[config.mk]
export PLATFORM = sky130hd
export DESIGN_NAME = mode_select_resource_map
export DESIGN_NICKNAME = d
export VERILOG_FILES = /design/src/pkg/mode_map_pkg.sv /design/src/logic/resource_decoder.sv /design/src/logic/mode_select_resource_map.sv
export SDC_FILE = /design/constraint.sdc
export NUM_CORES = 1
export LEC_CHECK = 0
export ABC_CLOCK_PERIOD_IN_PS = 3760
export CAP_MARGIN = 5
export CORE_MARGIN = 10
export CORE_UTILIZATION = 30
export CTS_BUF_LIST = sky130_fd_sc_hd__clkbuf_8
export DETAILED_ROUTE_END_ITERATION = 8
export DONT_BUFFER_PORTS = 1
export PLACE_DENSITY = 0.46
export SYNTH_ARGS = -nofsm -noshare
export SYNTH_HDL_FRONTEND = slang
export SYNTH_SLANG_ARGS = --single-unit
[constraint.sdc]
create_clock -name clk -period 3.76 [get_ports clk]
set_clock_uncertainty 0.1 [all_clocks]
set_input_delay 0.376 -clock clk [delete_from_list [all_inputs] [get_ports clk]]
set_output_delay 0.376 -clock clk [all_outputs]
set_load 0.02 [all_outputs]
[src/pkg/mode_map_pkg.sv]
// shared constants and types for mode selection and resource mapping
package mode_map_pkg;
    // operating modes, coded as debug pin, mode b, mode a
    typedef enum logic [2:0] {
        SPECIAL_SINGLE = 3'h0,
        SPECIAL_NARROW = 3'h1,
        SPECIAL_PERIPH = 3'h2,
        SPECIAL_WIDE   = 3'h3,
        NORMAL_SINGLE  = 3'h4,
        NORMAL_NARROW  = 3'h5,
        RESERVED_MODE  = 3'h6,
        NORMAL_WIDE    = 3'h7
    } mode_e;

    // background debug states, gray along off, enabled, active
    typedef enum logic [1:0] {
        DBG_OFF     = 2'h0,
        DBG_ENABLED = 2'h1,
        DBG_ACTIVE  = 2'h3
    } debug_e;

    // external transfer sequencer states
    typedef enum logic [1:0] {
        EXT_IDLE   = 2'h0,
        EXT_SECOND = 2'h1
    } ext_e;

    // position register selects on the write port
    localparam logic [1:0] POS_REGS = 2'h0;
    localparam logic [1:0] POS_RAM  = 2'h1;
    localparam logic [1:0] POS_EE   = 2'h2;

    // field positions inside the position bytes
    localparam int BASE5_LSB = 3;
    localparam int EE_BASE_LSB = 4;
    localparam int EE_ON_BIT = 0;

    // position values after reset
    localparam logic [7:0] REG_POS_RESET   = 8'h00;
    localparam logic [7:0] RAM_POS_RESET   = 8'h08;
    localparam logic [7:0] EE_POS_EXPANDED = 8'h11;
    localparam logic [7:0] EE_POS_SINGLE   = 8'hF1;

    // one-hot resource select bit positions
    localparam int SEL_W       = 6;
    localparam int SEL_DBG_ROM = 0;
    localparam int SEL_DBG_REG = 1;
    localparam int SEL_REGS    = 2;
    localparam int SEL_RAM     = 3;
    localparam int SEL_EE      = 4;
    localparam int SEL_EXT     = 5;

    // debug overlay addresses
    localparam logic [15:0] DBG_REG_FIRST = 16'hFF00;
    localparam logic [15:0] DBG_REG_LAST  = 16'hFF06;
    localparam logic [15:0] DBG_ROM_FIRST = 16'hFF20;

    // expansion windows
    localparam logic [15:0] PROG_WIN_FIRST  = 16'h8000;
    localparam logic [15:0] PROG_WIN_LAST   = 16'hBFFF;
    localparam logic [15:0] DATA_WIN_FIRST  = 16'h7000;
    localparam logic [15:0] DATA_WIN_LAST   = 16'h7FFF;
    localparam logic [5:0]  EXTRA_DIRECT    = 6'h00;
    localparam logic [5:0]  EXTRA_UPPER     = 6'h01;

    // cycles from position write to new decoding
    localparam int MAP_SETTLE_CYCLES = 2;

    // modes with no external bus
    function automatic logic is_single(input mode_e m);
        return (m == SPECIAL_SINGLE) || (m == NORMAL_SINGLE);
    endfunction

    // modes with an 8-bit external data bus
    function automatic logic is_narrow(input mode_e m);
        return (m == SPECIAL_NARROW) || (m == NORMAL_NARROW);
    endfunction

    // modes with the debug pin low at reset
    function automatic logic is_special(input mode_e m);
        return (m[2] == 1'b0);
    endfunction
endpackage

[src/logic/resource_decoder.sv]
// combinational decode of one address onto one internal resource or the external bus
`timescale 1ns/1ps
module resource_decoder (
    input  wire logic [15:0] addr,         // bus address
    input  wire logic        debug_active, // debug overlay present
    input  wire logic [4:0]  regs_base,    // register block 2k slot
    input  wire logic [4:0]  ram_base,     // ram 2k slot
    input  wire logic [3:0]  ee_base,      // eeprom 4k slot
    input  wire logic        ee_on,        // eeprom present in map
    output logic [mode_map_pkg::SEL_W-1:0] sel // one-hot select
);
    logic hit_regs; // register block match
    logic hit_ram;  // ram match
    logic hit_ee;   // eeprom match
    logic hit_top;  // top page held by debug

    // resource windows
    always_comb begin
        hit_regs = (addr[15:11] == regs_base) && (addr[10:9] == 2'h0);
        hit_ram  = (addr[15:11] == ram_base) && addr[10];
        hit_ee   = ee_on && (addr[15:12] == ee_base);
        hit_top  = debug_active
                   && (addr >= mode_map_pkg::DBG_REG_FIRST);
    end

    // fixed precedence, leftovers go external
    always_comb begin
        sel = '0;
        if (hit_top) begin
            if (addr <= mode_map_pkg::DBG_REG_LAST) begin
                sel[mode_map_pkg::SEL_DBG_REG] = 1'b1;
            end else begin
                sel[mode_map_pkg::SEL_DBG_ROM] = 1'b1;
            end
        end else if (hit_regs) begin
            sel[mode_map_pkg::SEL_REGS] = 1'b1;
        end else if (hit_ram) begin
            sel[mode_map_pkg::SEL_RAM] = 1'b1;
        end else if (hit_ee) begin
            sel[mode_map_pkg::SEL_EE] = 1'b1;
        end else begin
            sel[mode_map_pkg::SEL_EXT] = 1'b1;
        end
    end
endmodule

[src/logic/mode_select_resource_map.sv]
// mode capture, bus port roles, debug overlay and resource mapping
`timescale 1ns/1ps
module mode_select_resource_map (
    input  wire logic        clk,                  // bus clock
    input  wire logic        reset,                // sync reset, high
    input  wire logic        debug_pin,            // mode pin, async
    input  wire logic        mode_select_b,        // mode pin, async
    input  wire logic        mode_select_a,        // mode pin, async
    input  wire logic        port_d_emulate,       // emulation bit
    input  wire logic        internal_visibility,  // visibility bit
    input  wire logic        debug_enable_cmd,     // enable pulse
    input  wire logic        debug_serial_cmd,     // serial entry pulse
    input  wire logic        background_entry_instruction, // pulse
    input  wire logic        debug_exit,           // leave active pulse
    input  wire logic        pos_wr,               // position write
    input  wire logic [1:0]  pos_sel,              // which position
    input  wire logic [7:0]  pos_data,             // position value
    input  wire logic        bus_cycle,            // cpu access valid
    input  wire logic [15:0] bus_addr,             // cpu address
    input  wire logic        extra_window_en,      // extra page on
    input  wire logic        extra_window_direct,  // low slot select
    input  wire logic        ext_start,            // external transfer
    input  wire logic        ext_word,             // 16-bit transfer
    input  wire logic [15:0] ext_addr,             // transfer address
    input  wire logic [15:0] ext_wdata,            // transfer data
    output logic [2:0]       mode_bits,            // active mode
    output logic             ports_ab_address,     // a,b address bus
    output logic             port_c_data,          // c data bus
    output logic             port_d_data,          // d data bus
    output logic             port_e_bus_ctl,       // e bus control
    output logic             port_d_visible,       // d shows internals
    output logic             cpu_inactive,         // cpu halted
    output logic             debug_enabled,        // debug enabled
    output logic             debug_active,         // debug active
    output logic [7:0]       register_block_position, // position
    output logic [7:0]       ram_position,         // position
    output logic [7:0]       eeprom_position,      // position
    output logic             access_valid,         // select valid
    output logic [mode_map_pkg::SEL_W-1:0] access_sel, // one-hot
    output logic             program_window_hit,   // window hit
    output logic             data_window_hit,      // window hit
    output logic             extra_page_window,    // window hit
    output logic             ext_cycle,            // external cycle
    output logic [15:0]      ext_cycle_addr,       // cycle address
    output logic [7:0]       ext_port_c,           // port c byte
    output logic [7:0]       ext_port_d,           // port d byte
    output logic             ext_busy              // second cycle due
);
    localparam int PINS = 3; // mode pins

    logic [PINS-1:0] pin_raw;  // pins packed
    logic [PINS-1:0] s1;       // first stage
    logic [PINS-1:0] s2;       // second stage
    logic [PINS-1:0] s3;       // third stage
    logic [PINS-1:0] pin_flt;  // agreed level
    logic [PINS-1:0] next_pin_flt;
    mode_map_pkg::mode_e mode, next_mode, pin_mode; // mode
    mode_map_pkg::debug_e dbg, next_dbg;            // debug state
    logic [7:0] stage [3];      // written, not yet active
    logic [7:0] next_stage [3];
    logic [7:0] act [3];        // active positions
    logic [2:0] locked, next_locked; // written once
    logic [mode_map_pkg::SEL_W-1:0] dec_sel; // decoder result
    logic [15:0] addr_q;        // address of registered select
    logic        dbg_q;         // debug state at that access
    mode_map_pkg::ext_e ext_st, next_ext_st; // transfer state
    logic [7:0]  low_byte, next_low_byte;    // held low byte

    assign pin_raw = {debug_pin, mode_select_b, mode_select_a};

    // three-stage synchronisers per pin
    for (genvar i = 0; i < PINS; i++) begin : g_sync
        always_ff @(posedge clk) begin
            s1[i] <= pin_raw[i];
            s2[i] <= s1[i];
            s3[i] <= s2[i];
        end
    end

    // pin level accepted once two stages agree
    always_comb begin
        next_pin_flt = pin_flt;
        for (int i = 0; i < PINS; i++) begin
            if (s2[i] == s3[i]) begin
                next_pin_flt[i] = s3[i];
            end
        end
        pin_mode = mode_map_pkg::mode_e'(next_pin_flt);
        if (pin_mode == mode_map_pkg::RESERVED_MODE) begin
            pin_mode = mode_map_pkg::SPECIAL_PERIPH;
        end
    end

    // mode tracks pins in reset, frozen afterwards
    always_comb begin
        next_mode = reset ? pin_mode : mode;
    end

    always_ff @(posedge clk) begin
        pin_flt <= next_pin_flt;
        mode    <= next_mode;
    end

    // debug enable and activation
    always_comb begin
        next_dbg = dbg;
        if (reset) begin
            next_dbg = (pin_mode == mode_map_pkg::SPECIAL_SINGLE) ?
                       mode_map_pkg::DBG_ACTIVE :
                       mode_map_pkg::DBG_OFF;
        end else begin
            unique case (dbg)
                mode_map_pkg::DBG_OFF: begin
                    if (debug_enable_cmd) begin
                        next_dbg = mode_map_pkg::DBG_ENABLED;
                    end
                end
                mode_map_pkg::DBG_ENABLED: begin
                    if (debug_serial_cmd
                        || background_entry_instruction) begin
                        next_dbg = mode_map_pkg::DBG_ACTIVE;
                    end
                end
                mode_map_pkg::DBG_ACTIVE: begin
                    if (debug_exit) begin
                        next_dbg = mode_map_pkg::DBG_ENABLED;
                    end
                end
                default: next_dbg = mode_map_pkg::DBG_OFF;
            endcase
        end
    end

    always_ff @(posedge clk) begin
        dbg <= next_dbg;
    end

    // position writes, write-once in normal modes
    always_comb begin
        next_stage  = stage;
        next_locked = locked;
        if (reset) begin
            next_stage[0] = mode_map_pkg::REG_POS_RESET;
            next_stage[1] = mode_map_pkg::RAM_POS_RESET;
            next_stage[2] = mode_map_pkg::is_single(pin_mode) ?
                            mode_map_pkg::EE_POS_SINGLE :
                            mode_map_pkg::EE_POS_EXPANDED;
            next_locked   = 3'h0;
        end else if (pos_wr && (pos_sel <= mode_map_pkg::POS_EE)) begin
            if (!locked[pos_sel]
                || mode_map_pkg::is_special(mode)) begin
                next_stage[pos_sel] = pos_data;
            end else if (pos_sel == mode_map_pkg::POS_EE) begin
                // eeprom on bit stays writable, except in single-chip modes where it is held at 1
                next_stage[2][mode_map_pkg::EE_ON_BIT] =
                    pos_data[mode_map_pkg::EE_ON_BIT];
            end
            if (!mode_map_pkg::is_special(mode)) begin
                next_locked[pos_sel] = 1'b1;
            end
        end
        if (mode_map_pkg::is_single(mode)) begin
            next_stage[2][mode_map_pkg::EE_ON_BIT] = 1'b1;
        end
    end

    // staged value becomes active one cycle later
    always_ff @(posedge clk) begin
        stage  <= next_stage;
        locked <= next_locked;
        act    <= stage;
    end

    resource_decoder u_dec (
        .addr         (bus_addr),
        .debug_active (dbg == mode_map_pkg::DBG_ACTIVE),
        .regs_base    (act[0][mode_map_pkg::BASE5_LSB +: 5]),
        .ram_base     (act[1][mode_map_pkg::BASE5_LSB +: 5]),
        .ee_base      (act[2][mode_map_pkg::EE_BASE_LSB +: 4]),
        .ee_on        (act[2][mode_map_pkg::EE_ON_BIT]),
        .sel          (dec_sel)
    );

    // external transfer sequencing, narrow splits words
    always_comb begin
        next_ext_st   = mode_map_pkg::EXT_IDLE;
        next_low_byte = low_byte;
        if (!reset && ext_st == mode_map_pkg::EXT_IDLE && ext_start
            && !mode_map_pkg::is_single(mode)
            && mode != mode_map_pkg::SPECIAL_PERIPH) begin
            next_low_byte = ext_wdata[7:0];
            if (mode_map_pkg::is_narrow(mode) && ext_word) begin
                next_ext_st = mode_map_pkg::EXT_SECOND;
            end
        end
    end

    always_ff @(posedge clk) begin
        ext_st   <= next_ext_st;
        low_byte <= next_low_byte;
    end

    // registered outputs
    always_ff @(posedge clk) begin
        if (reset) begin
            mode_bits        <= 3'h0;
            ports_ab_address <= 1'b0;
            port_c_data      <= 1'b0;
            port_d_data      <= 1'b0;
            port_e_bus_ctl   <= 1'b0;
            port_d_visible   <= 1'b0;
            cpu_inactive     <= 1'b0;
            access_valid     <= 1'b0;
            access_sel       <= '0;
            addr_q           <= 16'h0000;
            dbg_q            <= 1'b0;
            program_window_hit <= 1'b0;
            data_window_hit  <= 1'b0;
            extra_page_window <= 1'b0;
            ext_cycle        <= 1'b0;
            ext_cycle_addr   <= 16'h0000;
            ext_port_c       <= 8'h00;
            ext_port_d       <= 8'h00;
        end else begin
            mode_bits        <= mode;
            ports_ab_address <= !mode_map_pkg::is_single(mode);
            port_c_data      <= !mode_map_pkg::is_single(mode);
            port_d_data      <= mode[1];
            port_e_bus_ctl   <= (mode == mode_map_pkg::SPECIAL_WIDE);
            port_d_visible   <= (mode == mode_map_pkg::SPECIAL_NARROW)
                                && port_d_emulate
                                && internal_visibility;
            cpu_inactive     <= (mode == mode_map_pkg::SPECIAL_PERIPH);
            access_valid     <= bus_cycle;
            access_sel       <= bus_cycle ? dec_sel : '0;
            addr_q           <= bus_addr;
            dbg_q            <= (dbg == mode_map_pkg::DBG_ACTIVE);
            program_window_hit <= bus_cycle
                && !mode_map_pkg::is_single(mode)
                && bus_addr >= mode_map_pkg::PROG_WIN_FIRST
                && bus_addr <= mode_map_pkg::PROG_WIN_LAST;
            data_window_hit  <= bus_cycle
                && !mode_map_pkg::is_single(mode)
                && bus_addr >= mode_map_pkg::DATA_WIN_FIRST
                && bus_addr <= mode_map_pkg::DATA_WIN_LAST;
            extra_page_window <= bus_cycle && extra_window_en
                && !mode_map_pkg::is_single(mode)
                && bus_addr[15:10] == (extra_window_direct ?
                   mode_map_pkg::EXTRA_DIRECT :
                   mode_map_pkg::EXTRA_UPPER);
            if (ext_st == mode_map_pkg::EXT_SECOND) begin
                ext_cycle      <= 1'b1;
                ext_cycle_addr <= ext_cycle_addr + 16'h0001;
                ext_port_c     <= low_byte;
                ext_port_d     <= 8'h00;
            end else if (ext_start && ext_st == mode_map_pkg::EXT_IDLE
                         && !mode_map_pkg::is_single(mode)
                         && mode != mode_map_pkg::SPECIAL_PERIPH) begin
                ext_cycle      <= 1'b1;
                ext_cycle_addr <= ext_addr;
                ext_port_c     <= (ext_word || !mode_map_pkg::is_narrow(mode))
                                  ? ext_wdata[15:8] : ext_wdata[7:0];
                ext_port_d     <= port_d_data ? ext_wdata[7:0] : 8'h00;
            end else begin
                ext_cycle      <= 1'b0;
            end
        end
    end

    assign debug_enabled = dbg[0]; // gray code bit, set unless off
    assign debug_active  = dbg[1]; // gray code bit, set when active
    assign register_block_position = act[0];
    assign ram_position    = act[1];
    assign eeprom_position = act[2];
    assign ext_busy        = ext_st[0]; // second byte pending
endmodule

==> results of run 1 <==
==> cell usage in the layout (no fill, tap or decap), drive strengths merged, types with 10 or more instances in the layout <==
master       netlist  routed
dlygate4sd3        0      43
inv               11      13
nand2             48      48
a21oi             21      21
a31oi             11      11
mux2i             24      24
o21ai             16      16
nor2              33      33
clkbuf            10      20
edfxtp            20      20
nand3             23      23
dfxtp            107     107
nor3              10      10
and3              10      10
==> area by class of cell <==
cell class / instances / area (µm²) / area share (%)
flip-flops and latches: 127 / 2740 / 47.4
multi-input cells: 294 / 1900 / 32.8
repair buffers: 46 / 465 / 8.04
clock buffers: 20 / 275 / 4.75
well taps: 216 / 270 / 4.67
clock inverters: 12 / 96.3 / 1.66
inverters: 11 / 41.3 / 0.713
==> metal layers <==
metal	up-vias	global-route usage, %	wire, µm
li1	1697	-	-
met1	1621	13.7	5530
met2	137	19.1	6130
met3	13	7.85	1650
met4	0	4.65	194
met5	-	0	0
==> cell families (layout without fill, tap and decap cells) <==
kind of cell             after synthesis  count (layout)  synth area share [%]
AND/OR/NAND/NOR                      165             165                  18.3
XOR/XNOR                              15              15                  2.74
multiplexers                          32              32                  6.88
adder cells (fa/ha/maj)                6               6                  1.30
AO/OA/AOI/OAI                         76              76                  10.3
flip-flops                           127             127                  57.1
buffers and inverters                 33              89                  3.34
==> worst max-delay path: stages (launching register included) <==
cell and delay, ps:
edfxtp_1 580, a21oi_1 160, nor2_1 530, buf_4 310, a21oi_1 80, a21oi_1 120, dlygate4sd3_1 550
==> path summary, 6_finish.rpt <==
check	from	to	slack, ps	cells after the start
max	mode[2]$_DFFE_PP_	ext_cycle_addr[2]$_SDFFE_PP0P_	1280	6
min	bus_addr[2]	access_sel[1]$_SDFF_PP0_	50	3
max reg2reg	mode[2]$_DFFE_PP_	ext_cycle_addr[2]$_SDFFE_PP0P_	1280	6
min reg2reg	s1[2]$_DFF_P_	s2[2]$_DFF_P_	230	0
==> per-stage QoR <==
step	util [%]	worst slack [ps]	cell area [µm²]	total power (W)	hold WS, ps
6_report	36.7	1280	5790	0.00293	49.4
3_5_place_dp	31.5	1520	4970	0.00180	214
3_3_place_gp	31.5	1570	4970	0.00180	215
4_1_cts	36.7	1270	5790	0.00298	7.49
2_1_floorplan	-	1850	4800	0.00176	210
5_1_grt	36.7	1040	5790	0.00307	21.6
==> power breakdown <==
| group | internal, W | switching, W |
|---|---|---|
| registers | 0.00146 | 0.000134 |
| clock network | 0.000565 | 0.000545 |
| logic | 0.000112 | 0.000112 |
==> registers in the layout, summed over array words and instances (netlist names), 6 cells and up <==
name / flops
ext_cycle_addr: 16
ext_port_c: 8
stage: 24
access_sel: 6
ram_position: 8
ext_port_d: 8
low_byte: 8
eeprom_position: 8
register_block_position: 8
==> repair_timing <==
action | CTS | global route
buffers inserted | 0 | 0
hold buffers | 44 | 0
resized for setup | 0 | 0
endpoints found under the hold margin | 72 | 0
==> results.toml, run 1 <==
[sta]
hold_violations = 0
clock.fmax_mhz = 404
setup_viol = 0
slew_headroom_pct = 53.7
layout_min_cycle_time_ps = 2480
drv_slew = 0
fin_crit_sh_pct = 65.9
worst_slew_pin_slew_ps = 694
final.setup.tns_ps = 0
rsz0062_at_grt = "false"

[cells_and_area]
syn_to_final_growth_pct = 20.6
fillCellCount = 1579
final_nets = 573
drive_above_1_share_pct = 9.80
antenna_cells = 0
fin_cells = 726

[run]
max_cap_viol_count = 0

[drt]
wirelength_um = 13500
drtIter0Drc = 153
drtAntennaViolNets = 0
drt_pre_antenna_iters = 4
via_per_inst = 4.78
drc = 0
vias = 3468
wl_per_cell_um = 18.6

[logic_synthesis]
ys_seq_elements = 127
synth_most_common_cell = "dfxtp_1"
async_reset_ff_share_pct = 0
ys.warnings.count = 0
synth_cell_types = 65
synth_top_cell_area_share_pct = 44.6
synth_enable_flop_cells = 20
synth_flop_cell = "dfxtp_1"
synth_area_per_cell_um2 = 10.6
yosys.area.top_type = "dfxtp_1"
ys_top_cells_by_count = "107 x dfxtp_1, 48 x nand2_1, 33 x nor2_1"
synth.area.top_cells = "dfxtp_1 45%, edfxtp_1 13%, mux2i_1 5.0%, nand2_1 3.8%, nor2_1 2.6%"
seq_area_frac_synth_pct = 57.1
synth_nets = 530
synthCells = 454
syn_area_mm2 = 0.00480

[floorplan]
rows = 46
core_area_mm2 = 0.0158
initial_core_util_pct = 30.4
ioPinCount = 154
die-width_um = 147
design.die.area_mm2 = 0.0215
dieHeight_um = 147

[place]
hpwl_um = 9440
dp.cells = 650
io_buffers = 0
gp_congestion = 0.759

[critical_path]
critPathCaptureType = "flop"
worstPathArrival_ps = 2760
cp.required_ps = 4050
crit_type = "flop to flop"
cp_max_fo = 13
cp-start-kind = "flop"

[pwr]
irDropWorstVdd_mv = 0.286
powerDensity_mw_per_mm2 = 506
leakage_nw = 2.24

[clock_network]
clockRootBuffer = "clkbuf_8"
cts_tree = "built"
insertion_delay_ps = 440
htree_levels = 4
cts_sinks = 127
clkTransAtPathRegs_ps = 80
clockBufferDepth = 2
cts_buffers = 17

[global_routing]
grt_max_degree = 41
grt_pass1_wl_um = 20800
track_usage_pct = 12.5
overflow = 0
antenna_found_initial = 0
grt_pass1_vias = 3592

[hold_path]
hold_path.class = "input port to flop"

[outcome]
status = "finished, final reports clean"
No activity file was read; power rests on OpenSTA's default activity.
==> run 2: changes to the inputs <==
--- a/config.mk
+++ b/config.mk
@@ -5,7 +5,7 @@
 export SDC_FILE = /design/constraint.sdc
 export NUM_CORES = 1
 export LEC_CHECK = 0
-export ABC_CLOCK_PERIOD_IN_PS = 3760
+export ABC_CLOCK_PERIOD_IN_PS = 2600
 export CAP_MARGIN = 5
 export CORE_MARGIN = 10
 export CORE_UTILIZATION = 30
==> constraint.sdc (replaced) <==
create_clock -name clk -period 2.6 [get_ports clk]
set_clock_uncertainty 0.1 [all_clocks]
set_input_delay 0.26 -clock clk [delete_from_list [all_inputs] [get_ports clk]]
set_output_delay 0.26 -clock clk [all_outputs]
set_load 0.02 [all_outputs]
==> run 2 against run 1 <==
Against the previous run: sequential power increased by 44%; critical path depth unchanged; count of clock-buffer cells in the layout decreased by 1; critical path type unchanged; maximum frequency increased by 2.6%; register-to-register slack got worse by 1100 ps; core utilization increased by 1.7 points; largest cell class unchanged.
==> results.toml, run 2 (same netlist as run 1, synthesis figures left out) <==
[critical_path]
crit_chain = "ha_1, and4_1, nand3_1, or2_0, a31oi_1, dlygate4sd3_1"
r2r_start = "ext_cycle_addr[1]$_SDFFE_PP0P_"
crit_buf_inv = 1
worstPathArrival_ps = 2700
crit_type = "flop to flop"
crit_path_max_incr_delay_ps = 550
cp-start-kind = "flop"
cpLargestDelayFamily = "simple AND/OR/NAND/NOR gates"
critPathCaptureType = "flop"
cp.required_ps = 2880
cp_max_fo = 7
critPathLaunch = "ext_cycle_addr[1]$_SDFFE_PP0P_"
cpMaxStageDelayCell = "dlygate4sd3_1"

[cells_and_area]
fillCellCount = 1600
largest_reg_flops = 24
largest_register = "stage"
final_nets = 593
final_area_mm2 = 0.00606
antenna_cells = 0
top_regs = "stage (24), ext_cycle_addr (16)"
syn_to_final_growth_pct = 26.3
fin_cells = 746
mostFrequentLayoutCell = "dfxtp_1"
drive_above_1_share_pct = 10.4
layout_common_cells = "107 x dfxtp_1, 59 x dlygate4sd3_1, 48 x nand2_1"

[sta]
clock.fmax_mhz = 414
rsz0062_at_grt = "false"
drv_slew = 0
worst_slew_pin_slew_ps = 911
slew_headroom_pct = 39.0
hold_violations = 0
final.setup.tns_ps = 0
fin_crit_sh_pct = 92.8
layout_min_cycle_time_ps = 2410
setup_viol = 0

[floorplan]
dieHeight_um = 147
rows = 46
ioPinCount = 154
core_area_mm2 = 0.0158
design.die.area_mm2 = 0.0215
initial_core_util_pct = 30.4
die-width_um = 147

[drt]
drc = 0
vias = 3578
drt_pre_antenna_iters = 4
wirelength_um = 13600
drtAntennaViolNets = 0
drtIter0Drc = 153
via_per_inst = 4.80
wl_per_cell_um = 18.3

[clock_network]
insertion_delay_ps = 440
cts_sinks = 127
htree_levels = 4
cts_tree = "built"
cts_buffers = 17
clockBufferDepth = 2
clockRootBuffer = "clkbuf_8"
clkTransAtPathRegs_ps = 80

[place]
dp.cells = 654
hpwl_um = 9430
place_area_mm2 = 0.00500
gp_congestion = 0.741
io_buffers = 0

[pwr]
powerDensity_mw_per_mm2 = 752
leakage_nw = 2.37
irDropWorstVdd_mv = 0.285

[global_routing]
track_usage_pct = 12.7
grt_pass1_vias = 3799
antenna_found_initial = 0
grt_max_degree = 53
overflow = 0
grt_pass1_wl_um = 21400

[hold_path]
hold_path.class = "input port to flop"
min-delay-start = "ext_wdata[4]"

[outcome]
status = "finished, final reports clean"

[run]
max_cap_viol_count = 0
run 2: stage by stage:
step                worst slack [ps]  total power, W  utilization, %  hold WS, ps
floorplan                        686         0.00254               -          188
global placement                 548         0.00261            31.7          188
detailed placement               484         0.00261            31.7          188
CTS                              209         0.00463            38.4        0.355
global route                    16.8         0.00477            38.4         13.8
finish                           187         0.00456            38.4         28.4
run 2: path summary, 6_finish.rpt:
kind | to | slack [ps] | cells after the start
hold reg to reg | s2[2]$_DFF_P_ | 230 | 0
setup reg to reg | ext_cycle_addr[10]$_SDFFE_PP0P_ | 190 | 6
setup / recovery | ext_cycle_addr[10]$_SDFFE_PP0P_ | 190 | 6
hold / removal | ext_port_c[4]$_SDFFE_PP0P_ | 30 | 3
run 2: cell type report:
cell class / count / area [µm²] / share of cell area (%)
Multi-Input combinational cell: 294 / 1900 / 31.3
Sequential cell: 127 / 2740 / 45.2
Inverter: 11 / 41.3 / 0.681
Timing Repair Buffer: 66 / 663 / 10.9
Clock buffer: 19 / 262 / 4.31
Clock inverter: 13 / 186 / 3.07
Tap cell: 216 / 270 / 4.46
run 2: tightest hold or removal path, stage by stage:
cell and delay (ps):
mux2_1 100, mux2i_1 60, o21ai_1 100
run 2: layer usage:
| metal | GRT usage, % | share of wire, % | vias to the layer above |
|---|---|---|---|
| met5 | 0 | 0 | - |
| met3 | 7.01 | 11 | 13 |
| met4 | 3.90 | 1.2 | 0 |
| met1 | 14.4 | 42 | 1692 |
| met2 | 19.9 | 45 | 137 |
| li1 | - | - | 1736 |
run 2: power by group:
group	switching (W)	total, W	internal (W)
clock	0.000799	0.00190	0.00110
combinational	0.000185	0.000368	0.000183
sequential	0.000183	0.00230	0.00211
run 2: repair_timing:
| action | 4_1_cts | 5_1_grt |
|---|---|---|
| hold buffers | 60 | 0 |
| setup buffers | 0 | 0 |
| endpoints found under the hold margin | 94 | 0 |
| gates resized for setup | 0 | 0 |
